**src/cpp_defines.svh**
```systemverilog
`ifndef CPP_DEFINES_SVH
`define CPP_DEFINES_SVH
// ----------------------------------------------------------------------
// Header word fields
// ----------------------------------------------------------------------
`define CPP_HDR_TYPE_MSB 31
`define CPP_HDR_TYPE_LSB 29
`define CPP_HDR_OP_MSB 28
`define CPP_HDR_OP_LSB 27
`define CPP_HDR_ADDR_MSB 17
`define CPP_HDR_ADDR_LSB 13
`define CPP_HDR_ADDR_FULL_LSB 13
`define CPP_HDR_ADDR_FULL_MSB 26
`define CPP_HDR_WC1_MSB 10
`define CPP_HDR_WC2_MSB 26
`define CPP_HDR_TYPE1 3'h1
`define CPP_HDR_TYPE2 3'h2
// ----------------------------------------------------------------------
// Register addresses (five-bit)
// ----------------------------------------------------------------------
`define CPP_A_CRC 5'h00
`define CPP_A_FADR 5'h01
`define CPP_A_FIN 5'h02
`define CPP_A_FOUT 5'h03
`define CPP_A_CMD 5'h04
`define CPP_A_CTRL0 5'h05
`define CPP_A_MASK 5'h06
`define CPP_A_STAT 5'h07
`define CPP_A_SOUT 5'h08
`define CPP_A_COPT0 5'h09
`define CPP_A_MFW 5'h0A
`define CPP_A_IVEC 5'h0B
`define CPP_A_DEVID 5'h0C
`define CPP_A_USER 5'h0D
`define CPP_A_COPT1 5'h0E
`define CPP_A_PSEL 5'h0F
`define CPP_A_WBOOT 5'h10
`define CPP_A_WDOG 5'h11
`define CPP_A_BOOT 5'h16
`define CPP_A_CTRL1 5'h18
// ----------------------------------------------------------------------
// Frame and status layout, reset values
// ----------------------------------------------------------------------
`define CPP_FRAME_WORDS 41
`define CPP_CMD_CODE_W 5
`define CPP_ST_CRC_ERR 0
`define CPP_ST_ID_OK 1
`define CPP_ST_START_OK 2
`define CPP_ST_HAVE_ADDR 3
`define CPP_ST_ID_ERR 4
`define CPP_RST_WORD 32'h0000_0000
`define CPP_RST_MASK 32'hFFFF_FFFF
// ----------------------------------------------------------------------
// Host APB register offsets (byte)
// ----------------------------------------------------------------------
`define CPP_H_DATA 12'h000
`define CPP_H_STATUS 12'h004
`define CPP_H_RDATA 12'h008
`define CPP_H_COUNT 12'h00C
`define CPP_H_ST_BUSY 0
`define CPP_H_ST_RVALID 1
`endif

```
**src/cpp_pkg.sv**
```systemverilog
package cpp_pkg;
    typedef enum logic [3:0] {
        CPP_PS_HDR = 4'b0001,
        CPP_PS_WR = 4'b0010,
        CPP_PS_RD = 4'b0100,
        CPP_PS_SKIP = 4'b1000
    } cpp_parse_e;
    typedef logic [4:0] cpp_addr_t;
endpackage

```
**src/cpp_link_if.sv**
```systemverilog
`timescale 1ns/100ps
// Word stream between configuration host and device
interface cpp_link_if;
    logic [31:0] wr_data;
    logic wr_valid;
    logic wr_ready;
    logic [31:0] rd_data;
    logic rd_valid;
    logic rd_ready;
    modport host (output wr_data, output wr_valid, input wr_ready,
                  input rd_data, input rd_valid, output rd_ready);
    modport device (input wr_data, input wr_valid, output wr_ready,
                    output rd_data, output rd_valid, input rd_ready);
endinterface

```
**src/cpp_device.sv**
```systemverilog
`timescale 1ns/100ps
`include "cpp_defines.svh"
module cpp_device #(
    parameter logic [31:0] DEVICE_ID = 32'h0A5C_0001, // Arbitrary identifier value
    parameter int FRAMES = 2
) (
    input wire logic sys_clk_in, // Clock, 100 MHz
    input wire logic rst_b_in, // Async reset, active low
    cpp_link_if.device link, // Word stream from host
    output logic serial_chain_out, // Serial daisy-chain data
    output logic chain_select_b_out, // Parallel chain select, active low
    output logic [31:0] user_access_word_out, // User-visible word
    output logic [31:0] control_word_0_out, // Control word 0
    output logic [31:0] control_word_1_out, // Control word 1
    output logic cmd_strobe_out, // Command execute pulse
    output logic [4:0] cmd_code_out, // Command code executed
    output logic start_ok_out, // Startup permitted
    output logic [31:0] cipher_init_vector_out, // Decryption init vector
    output logic [31:0] multi_frame_write_out // Multi-frame write word
);
    localparam int FW = $clog2(FRAMES);
    // ------------------------------------------------------------------
    // Parser state
    // ------------------------------------------------------------------
    cpp_pkg::cpp_parse_e st_q;
    cpp_pkg::cpp_addr_t addr_q;
    logic have_addr_q;
    logic [26:0] cnt_q;
    logic [31:0] w;
    logic take;
    logic wr_word;
    assign w = link.wr_data;
    assign take = link.wr_valid && link.wr_ready;
    assign wr_word = take && (st_q == cpp_pkg::CPP_PS_WR);
    // Data registers
    logic [31:0] crc_q, fadr_q, cmd_q, mask_q, copt0_q, copt1_q, user_q;
    logic [31:0] wboot_q, wdog_q, boot_q, ivec_q, mfw_q, ctrl0_q, ctrl1_q;
    logic crc_err_q, id_ok_q, id_err_q, start_ok_q;
    logic [5:0] fword_q;
    logic [FW-1:0] fidx_q;
    logic [31:0] fmem_rd;
    logic [31:0] sh_q;
    logic [5:0] sh_cnt_q;

    function automatic logic hit(input cpp_pkg::cpp_addr_t a, input cpp_pkg::cpp_addr_t r);
        hit = (a == r);
    endfunction

    // ------------------------------------------------------------------
    // Packet parser
    // ------------------------------------------------------------------
    // Reads stall until the host accepts the answer word
    assign link.wr_ready = (st_q != cpp_pkg::CPP_PS_RD) && (sh_cnt_q == 6'h00);
    always_ff @(posedge sys_clk_in or negedge rst_b_in)
    begin
        if (!rst_b_in)
        begin
            st_q <= cpp_pkg::CPP_PS_HDR;
            addr_q <= 5'h00;
            have_addr_q <= 1'b0;
            cnt_q <= 27'h0;
        end
        else if (st_q == cpp_pkg::CPP_PS_RD)
        begin
            if (link.rd_ready)
            begin
                cnt_q <= cnt_q - 27'h1;
                if (cnt_q == 27'h1) st_q <= cpp_pkg::CPP_PS_HDR;
            end
        end
        else if (take)
        begin
            case (st_q)
                cpp_pkg::CPP_PS_HDR:
                begin
                    if (w[`CPP_HDR_TYPE_MSB:`CPP_HDR_TYPE_LSB] == `CPP_HDR_TYPE1)
                    begin
                        addr_q <= w[`CPP_HDR_ADDR_MSB:`CPP_HDR_ADDR_LSB];
                        have_addr_q <= 1'b1;
                        cnt_q <= {16'h0, w[`CPP_HDR_WC1_MSB:0]};
                        if (w[`CPP_HDR_WC1_MSB:0] != 11'h0)
                        begin
                            case (w[`CPP_HDR_OP_MSB:`CPP_HDR_OP_LSB])
                                2'b10: st_q <= cpp_pkg::CPP_PS_WR;
                                2'b01: st_q <= cpp_pkg::CPP_PS_RD;
                                default: st_q <= cpp_pkg::CPP_PS_SKIP;
                            endcase
                        end
                    end
                    else if (w[`CPP_HDR_TYPE_MSB:`CPP_HDR_TYPE_LSB] == `CPP_HDR_TYPE2)
                    begin
                        cnt_q <= w[`CPP_HDR_WC2_MSB:0];
                        if (w[`CPP_HDR_WC2_MSB:0] != 27'h0)
                            // Reuse last address, drop if none yet
                            st_q <= have_addr_q ? cpp_pkg::CPP_PS_WR
                                                : cpp_pkg::CPP_PS_SKIP;
                    end
                end
                cpp_pkg::CPP_PS_WR, cpp_pkg::CPP_PS_SKIP:
                begin
                    cnt_q <= cnt_q - 27'h1;
                    if (cnt_q == 27'h1) st_q <= cpp_pkg::CPP_PS_HDR;
                end
                default: st_q <= cpp_pkg::CPP_PS_HDR;
            endcase
        end
    end

    // ------------------------------------------------------------------
    // Plain register writes
    // ------------------------------------------------------------------
    always_ff @(posedge sys_clk_in or negedge rst_b_in)
    begin
        if (!rst_b_in)
        begin
            crc_q <= `CPP_RST_WORD;
            fadr_q <= `CPP_RST_WORD;
            cmd_q <= `CPP_RST_WORD;
            mask_q <= `CPP_RST_MASK;
            copt0_q <= `CPP_RST_WORD;
            copt1_q <= `CPP_RST_WORD;
            user_q <= `CPP_RST_WORD;
            wboot_q <= `CPP_RST_WORD;
            wdog_q <= `CPP_RST_WORD;
            ivec_q <= `CPP_RST_WORD;
            mfw_q <= `CPP_RST_WORD;
        end
        else if (wr_word)
        begin
            case (addr_q)
                `CPP_A_CRC: crc_q <= w;
                `CPP_A_FADR: fadr_q <= w;
                `CPP_A_CMD: cmd_q <= {27'h0, w[4:0]};
                `CPP_A_MASK: mask_q <= w;
                `CPP_A_COPT0: copt0_q <= w;
                `CPP_A_COPT1: copt1_q <= w;
                `CPP_A_USER: user_q <= w;
                `CPP_A_WBOOT: wboot_q <= w;
                `CPP_A_WDOG: wdog_q <= w;
                `CPP_A_IVEC: ivec_q <= w;
                `CPP_A_MFW: mfw_q <= w;
                default: ;
            endcase
        end
    end

    // Masked control words
    always_ff @(posedge sys_clk_in or negedge rst_b_in)
    begin
        if (!rst_b_in)
        begin
            ctrl0_q <= `CPP_RST_WORD;
            ctrl1_q <= `CPP_RST_WORD;
        end
        else if (wr_word)
        begin
            if (hit(addr_q, `CPP_A_CTRL0)) ctrl0_q <= (ctrl0_q & ~mask_q) | (w & mask_q);
            if (hit(addr_q, `CPP_A_CTRL1)) ctrl1_q <= (ctrl1_q & ~mask_q) | (w & mask_q);
        end
    end

    // ------------------------------------------------------------------
    // Check word, identifier gate, boot history
    // ------------------------------------------------------------------
    // Running check value is a simple additive sum of written words; a
    // full polynomial is not modelled
    logic [31:0] calc_q;
    always_ff @(posedge sys_clk_in or negedge rst_b_in)
    begin
        if (!rst_b_in)
        begin
            calc_q <= `CPP_RST_WORD;
            crc_err_q <= 1'b1;
            start_ok_q <= 1'b0;
            id_ok_q <= 1'b0;
            id_err_q <= 1'b0;
            boot_q <= `CPP_RST_WORD;
        end
        else if (wr_word)
        begin
            if (hit(addr_q, `CPP_A_CRC))
            begin
                if (w == calc_q)
                begin
                    crc_err_q <= 1'b0;
                    start_ok_q <= 1'b1;
                end
                else crc_err_q <= 1'b1;
            end
            else calc_q <= calc_q + w;
            if (hit(addr_q, `CPP_A_DEVID))
            begin
                id_ok_q <= (w == DEVICE_ID);
                id_err_q <= (w != DEVICE_ID);
                boot_q <= {31'h0, w != DEVICE_ID};
            end
        end
    end

    // ------------------------------------------------------------------
    // Frame data in/out and command execution
    // ------------------------------------------------------------------
    logic fmem_we;
    logic rd_fout;
    assign rd_fout = (st_q == cpp_pkg::CPP_PS_RD) && hit(addr_q, `CPP_A_FOUT) && link.rd_ready;
    // Frame input gated on a matching identifier
    assign fmem_we = wr_word && hit(addr_q, `CPP_A_FIN) && id_ok_q;
    always_ff @(posedge sys_clk_in or negedge rst_b_in)
    begin
        if (!rst_b_in)
        begin
            fword_q <= 6'h00;
            fidx_q <= '0;
        end
        else if (wr_word && hit(addr_q, `CPP_A_FADR))
        begin
            fword_q <= 6'h00;
            fidx_q <= FW'(w);
        end
        else if (fmem_we || rd_fout)
        begin
            if (fword_q == 6'(`CPP_FRAME_WORDS - 1))
            begin
                fword_q <= 6'h00;
                fidx_q <= FW'(fidx_q + 1'b1);
            end
            else fword_q <= fword_q + 6'h01;
        end
    end
    cpp_frame_mem #(.FRAMES(FRAMES)) u_mem (
        .sys_clk_in(sys_clk_in),
        .frame_in(fidx_q),
        .word_in(fword_q),
        .wr_en_in(fmem_we),
        .wr_data_in(w),
        .rd_data_out(fmem_rd)
    );
    always_ff @(posedge sys_clk_in or negedge rst_b_in)
    begin
        if (!rst_b_in)
        begin
            cmd_strobe_out <= 1'b0;
            cmd_code_out <= 5'h00;
        end
        else
        begin
            cmd_strobe_out <= wr_word && (hit(addr_q, `CPP_A_CMD) || hit(addr_q, `CPP_A_FADR));
            cmd_code_out <= hit(addr_q, `CPP_A_CMD) ? w[4:0] : cmd_q[4:0];
        end
    end

    // ------------------------------------------------------------------
    // Read answer mux and daisy-chain outputs
    // ------------------------------------------------------------------
    logic [31:0] rd_mux;
    always_comb
    begin
        case (addr_q)
            `CPP_A_CRC: rd_mux = crc_q;
            `CPP_A_FADR: rd_mux = fadr_q;
            `CPP_A_FOUT: rd_mux = fmem_rd;
            `CPP_A_CMD: rd_mux = cmd_q;
            `CPP_A_CTRL0: rd_mux = ctrl0_q;
            `CPP_A_MASK: rd_mux = mask_q;
            `CPP_A_STAT: rd_mux = {27'h0, id_err_q, have_addr_q, start_ok_q, id_ok_q, crc_err_q};
            `CPP_A_COPT0: rd_mux = copt0_q;
            `CPP_A_DEVID: rd_mux = DEVICE_ID;
            `CPP_A_USER: rd_mux = user_q;
            `CPP_A_COPT1: rd_mux = copt1_q;
            `CPP_A_WBOOT: rd_mux = wboot_q;
            `CPP_A_WDOG: rd_mux = wdog_q;
            `CPP_A_BOOT: rd_mux = boot_q;
            `CPP_A_CTRL1: rd_mux = ctrl1_q;
            default: rd_mux = `CPP_RST_WORD;
        endcase
    end
    assign link.rd_data = rd_mux;
    assign link.rd_valid = (st_q == cpp_pkg::CPP_PS_RD);
    // Serial chain: word shifted out MSB first, 32 clocks, stalls parser
    always_ff @(posedge sys_clk_in or negedge rst_b_in)
    begin
        if (!rst_b_in)
        begin
            sh_q <= `CPP_RST_WORD;
            sh_cnt_q <= 6'h00;
            serial_chain_out <= 1'b0;
            chain_select_b_out <= 1'b1;
        end
        else
        begin
            if (wr_word && hit(addr_q, `CPP_A_SOUT))
            begin
                sh_q <= w;
                sh_cnt_q <= 6'd32;
            end
            else if (sh_cnt_q != 6'h00)
            begin
                serial_chain_out <= sh_q[31];
                sh_q <= {sh_q[30:0], 1'b0};
                sh_cnt_q <= sh_cnt_q - 6'h01;
            end
            if (wr_word && hit(addr_q, `CPP_A_PSEL)) chain_select_b_out <= w[0];
        end
    end
    assign user_access_word_out = user_q;
    assign control_word_0_out = ctrl0_q;
    assign control_word_1_out = ctrl1_q;
    assign start_ok_out = start_ok_q;
    assign cipher_init_vector_out = ivec_q;
    assign multi_frame_write_out = mfw_q;
endmodule // cpp_device

```
**src/cpp_frame_mem.sv**
```systemverilog
`timescale 1ns/100ps
`include "cpp_defines.svh"
// Frame storage: FRAMES frames of 41 words, flip-flops addressed by index
module cpp_frame_mem #(
    parameter int FRAMES = 2
) (
    input wire logic sys_clk_in, // Clock
    input wire logic [$clog2(FRAMES)-1:0] frame_in, // Frame index
    input wire logic [5:0] word_in, // Word within frame
    input wire logic wr_en_in, // Write strobe
    input wire logic [31:0] wr_data_in, // Write word
    output logic [31:0] rd_data_out // Read word, combinational
);
    initial
    begin
        if (FRAMES < 2) $error("FRAMES must be at least 2");
    end
    logic [31:0] mem_q [FRAMES*`CPP_FRAME_WORDS];
    logic [$clog2(FRAMES*`CPP_FRAME_WORDS)-1:0] idx;
    // Flat index; no reset, contents are configuration data
    assign idx = ($clog2(FRAMES*`CPP_FRAME_WORDS))'(frame_in * `CPP_FRAME_WORDS + word_in);
    always_ff @(posedge sys_clk_in)
    begin
        if (wr_en_in) mem_q[idx] <= wr_data_in;
    end
    assign rd_data_out = mem_q[idx];
endmodule // cpp_frame_mem

```
**src/flat_wrapper.sv**
```systemverilog
// flat-port wrapper written by rule: the top's interface ports become plain ports
module cpp_device_flat 
#(
    parameter logic [31:0] DEVICE_ID = 32'h0A5C_0001,                              
    parameter int FRAMES = 2
)
  (sys_clk_in, rst_b_in, serial_chain_out, chain_select_b_out, user_access_word_out, control_word_0_out, control_word_1_out, cmd_strobe_out, cmd_code_out, start_ok_out, cipher_init_vector_out, multi_frame_write_out, link_wr_data, link_wr_valid, link_wr_ready, link_rd_data, link_rd_valid, link_rd_ready);
  cpp_link_if link_i ();
  input wire logic sys_clk_in;
  input wire logic rst_b_in;
  output logic serial_chain_out;
  output logic chain_select_b_out;
  output logic [31:0] user_access_word_out;
  output logic [31:0] control_word_0_out;
  output logic [31:0] control_word_1_out;
  output logic cmd_strobe_out;
  output logic [4:0] cmd_code_out;
  output logic start_ok_out;
  output logic [31:0] cipher_init_vector_out;
  output logic [31:0] multi_frame_write_out;
  input wire logic [$bits(link_i.wr_data)-1:0] link_wr_data;
  input wire logic [$bits(link_i.wr_valid)-1:0] link_wr_valid;
  output wire logic [$bits(link_i.wr_ready)-1:0] link_wr_ready;
  output wire logic [$bits(link_i.rd_data)-1:0] link_rd_data;
  output wire logic [$bits(link_i.rd_valid)-1:0] link_rd_valid;
  input wire logic [$bits(link_i.rd_ready)-1:0] link_rd_ready;
  assign link_i.wr_data = link_wr_data;
  assign link_i.wr_valid = link_wr_valid;
  assign link_wr_ready = link_i.wr_ready;
  assign link_rd_data = link_i.rd_data;
  assign link_rd_valid = link_i.rd_valid;
  assign link_i.rd_ready = link_rd_ready;
  cpp_device #(.DEVICE_ID(DEVICE_ID), .FRAMES(FRAMES)) u_core (.sys_clk_in(sys_clk_in), .rst_b_in(rst_b_in), .link(link_i), .serial_chain_out(serial_chain_out), .chain_select_b_out(chain_select_b_out), .user_access_word_out(user_access_word_out), .control_word_0_out(control_word_0_out), .control_word_1_out(control_word_1_out), .cmd_strobe_out(cmd_strobe_out), .cmd_code_out(cmd_code_out), .start_ok_out(start_ok_out), .cipher_init_vector_out(cipher_init_vector_out), .multi_frame_write_out(multi_frame_write_out));
endmodule
```
**config.mk**
```make
export PLATFORM = sky130hd
export DESIGN_NAME = cpp_device_flat
export DESIGN_NICKNAME = d
export VERILOG_FILES = /design/src/cpp_pkg.sv /design/src/cpp_link_if.sv /design/src/cpp_device.sv /design/src/cpp_frame_mem.sv /design/src/flat_wrapper.sv
export VERILOG_INCLUDE_DIRS = /design/src
export SDC_FILE = /design/constraint.sdc
export NUM_CORES = 2
export LEC_CHECK = 0
export BUFFER_PORTS_ARGS = -buffer_cell sky130_fd_sc_hd__buf_2
export CORE_MARGIN = 1.5
export CORE_UTILIZATION = 45
export CTS_CLUSTER_SIZE = 12
export DETAILED_ROUTE_END_ITERATION = 12
export MAX_ROUTING_LAYER = met4
export PLACE_DENSITY_LB_ADDON = 0.3
export SLEW_MARGIN = 5
export SYNTH_ARGS = -nofsm -noshare
export SYNTH_HDL_FRONTEND = slang
export SYNTH_SLANG_ARGS = --single-unit
```
**constraint.sdc**
```tcl
create_clock -name sys_clk_in -period 4.5 [get_ports sys_clk_in]
set_clock_uncertainty 0.1 [all_clocks]
set_input_delay 0.675 -clock sys_clk_in [delete_from_list [all_inputs] [get_ports sys_clk_in]]
set_output_delay 0.675 -clock sys_clk_in [all_outputs]
set_load 0.03 [all_outputs]
```
==> impl_metrics.toml <==
[worst_setup_path]
crit_buf_inv = 6
cp-start-kind = "flip-flop"
reg2reg_from = "u_core.sh_cnt_q[0]"
worst_ep_arrival_time_ns = 4.59
reg2reg_slack_ns = 0.27
rr_endpoint = "u_core.u_mem.mem_q[42][16]"
slowest_delay_ns = 0.64
rr_worst_depth = 10
cpMostUsedCell = "buf_12"
path_delay_family = "compound AO/OA/AOI/OAI gates"
worstPathCellList = "ha_4, ha_4, xor2_4, buf_12, buf_12, buf_12, buf_6, nand2_1, a31oi_1, a21oi_2, nor2_4, nor3_4, a21oi_4, nor2_4, o41ai_4, buf_4, buf_6"
worstPathRequired_ns = 3.72
cpMaxStageDelayCell = "o41ai_4"
cp_max_fo = 13
endpoint_kind = "primary output"
crit_type = "reg -> out"

[clocking]
clock-sinks = 3139
clkTransAtPathRegs_ns = 0.06
insertion_delay_ns = 0.90
cts_tree = "yes"
numCtsBuffers = 331
cts-htree-levels = 5
cts_buffer_depth = 4
clockRootBuffer = "clkbuf_16"

[drt]
via_per_inst = 6.48
first_pass_iters = 7
first_iter_violations = 14978
wl_per_cell_um = 34.3
drc = 0
wirelength_um = 457000
ant_nets = 0
vias = 86469

[synth]
synth_ff_type = "edfxtp_1"
syn_area_um2 = 127000
avgSynthCellArea_um2 = 15.3
syn-instance-count = 8324
yosysUniqueCellTypes = 76
synth_edf_count = 2624
syn-num-nets = 8405
yosys_warnings = 0
ys_ff_latch = 3139
async_flop_share = 0.164
ys_seq_area_frac = 0.721

[floorplanning]
initial_core_util = 0.454
dieArea_um2 = 286000
rows = 194
core_area_um2 = 280000
design.portCount = 239
fp.dieW_um = 535
fp.dieH_um = 535

[final_layout]
final_cell_mix = "edfxtp_1, buf_4, nand2_1, dfrtp_1, mux2_2"
final_cell_area_um2 = 156000
largest_register = "u_core.u_mem.mem_q"
nets = 9457
final_common_cell = "edfxtp_1"
area_growth_pct = 22.9
largest_register_ff_count = 2624
final_layout_size_suffix_gt1_frac = 0.303
fillers = 21580

[grt]
track_usage = 0.319
first_global_vias = 82626
antenna_found_initial = 32
grt_pass1_wl_um = 628000
overflow = 0
grt_max_degree = 105

[placement]
gp_congestion = 0.947
dp_slack_ns = -1.05
postPlaceCellArea_um2 = 140000
io_buffers = 238
dp_hpwl_um = 274000

[flow_run]
drv_cap = 0

[worst_hold_path]
min_to = "u_core.u_mem.mem_q[44][24]"
hold_path.class = "in -> reg"
hold_depth = 1
hold_start = "link_wr_data[24]"

[sta]
max_freq_ghz = 0.186
worst_slew_pin_slew_ns = 1.29
setup_viol = 32
period_minus_slack_ns = 5.36
rsz0062_at_grt = "yes"
hold_viol = 0
finalCritPeriodShare = 1.19
maxSlewViolCount = 0
slew_headroom = 0.139
setup_ws_ns = -0.865

[run_status]
outcome = "complete, but fails checks"
violations = "setup timing"

[pwr]
power_mw = 60.6
pwr_density_cell_nw_per_um2 = 388
irDropWorstVdd_mv = 0.308
leakagePower_nw = 55.0
metal layers:
layer	up-vias	part of all wire	wire length, µm	global-route usage
met5	-	0	0	-
met4	0	0.059	26900	0.155
met3	1165	0.13	60300	0.0751
met2	6360	0.45	204000	0.469
met1	44243	0.36	165000	0.418
li1	34701	-	-	-
final cells by class:
cell class | instances | area (µm²) | share of cell area
clock buffer | 444 | 8840 | 0.0566
multi-input combinational | 4522 | 35900 | 0.230
tap | 3724 | 4660 | 0.0298
inverter | 53 | 199 | 0.00127
sequential | 3139 | 91700 | 0.587
antenna | 14 | 35.0 | 0.000224
clock inverter | 110 | 843 | 0.00540
timing repair buffer | 1329 | 14000 | 0.0898
stage by stage:
step | hold WS, ns | TNS, ns | utilization | cells
finish | 0.103 | -22.75 | 0.558 | 13335
global route | 0.0773 | -24.66 | 0.558 | 13330
floorplan | 0.279 | 0 | - | 8324
CTS | 0.0904 | -22.22 | 0.549 | 13234
global placement | 0.357 | -8.74 | 0.499 | 12537
detailed placement | 0.363 | -8.67 | 0.499 | 12537
cell families (layout without fill, tap and decap cells):
logic type,Yosys count,after routing,share of synthesized area
multiplexers,894,894,0.0959
adder cells (fa/ha/maj),45,45,0.00449
other,0,14,0
AND/OR/NAND/NOR,1879,1879,0.0663
buffers and inverters,663,1936,0.0224
AO/OA/AOI/OAI,1660,1660,0.0863
XOR/XNOR,44,44,0.00309
flip-flops,3139,3139,0.721
power by group:
group	internal [mW]	switching (mW)	total [mW]
Clock	14.1	11.2	25.3
Combinational	0.970	2.33	3.30
Sequential	31.7	0.214	31.9
Total	46.8	13.8	60.6
cell usage after synthesis (62+ instances only):
library cell,count,share of area
mux4_2,215,0.038
nand2_1,747,0.022
o21ai_0,371,0.015
a211oi_1,124,0.0073
edfxtp_1,2624,0.62
mux2_2,442,0.039
nand3_1,91,0.0036
a21oi_1,314,0.012
nor2_1,418,0.012
a31oi_1,114,0.0056
mux2i_1,233,0.018
o221ai_1,95,0.0065
nor3_1,340,0.013
buf_2,247,0.0097
a221oi_1,75,0.0052
a22oi_1,106,0.0063
o22ai_1,127,0.0062
dfrtp_1,480,0.094
clkbuf_1,288,0.0085
buf_1,62,0.0018
nor3b_1,71,0.0042
how the worst max path moves through the flow:
| stage | from | end | depth (start not counted) |
|---|---|---|---|
| floorplan | u_core.fidx_q | link_rd_data[3] | 11 |
| finish | u_core.fidx_q | link_rd_data[3] | 17 |
| CTS | u_core.fword_q[0] | link_rd_data[14] | 18 |
| global route | u_core.fidx_q | link_rd_data[22] | 19 |
| detailed placement | u_core.fidx_q | link_rd_data[3] | 17 |
| global placement | u_core.fidx_q | link_rd_data[3] | 17 |
timing repair:
item | 4_1_cts | 5_1_grt
endpoints found under the setup margin | 32 | 32
hold buffers | 1 | 0
cloned | 29 | 17
resized for setup | 553 | 324
endpoints found under the hold margin | 78 | 0
pin swaps | 114 | 139
buffers inserted | 123 | 82
(Power assumes the default switching activity.)
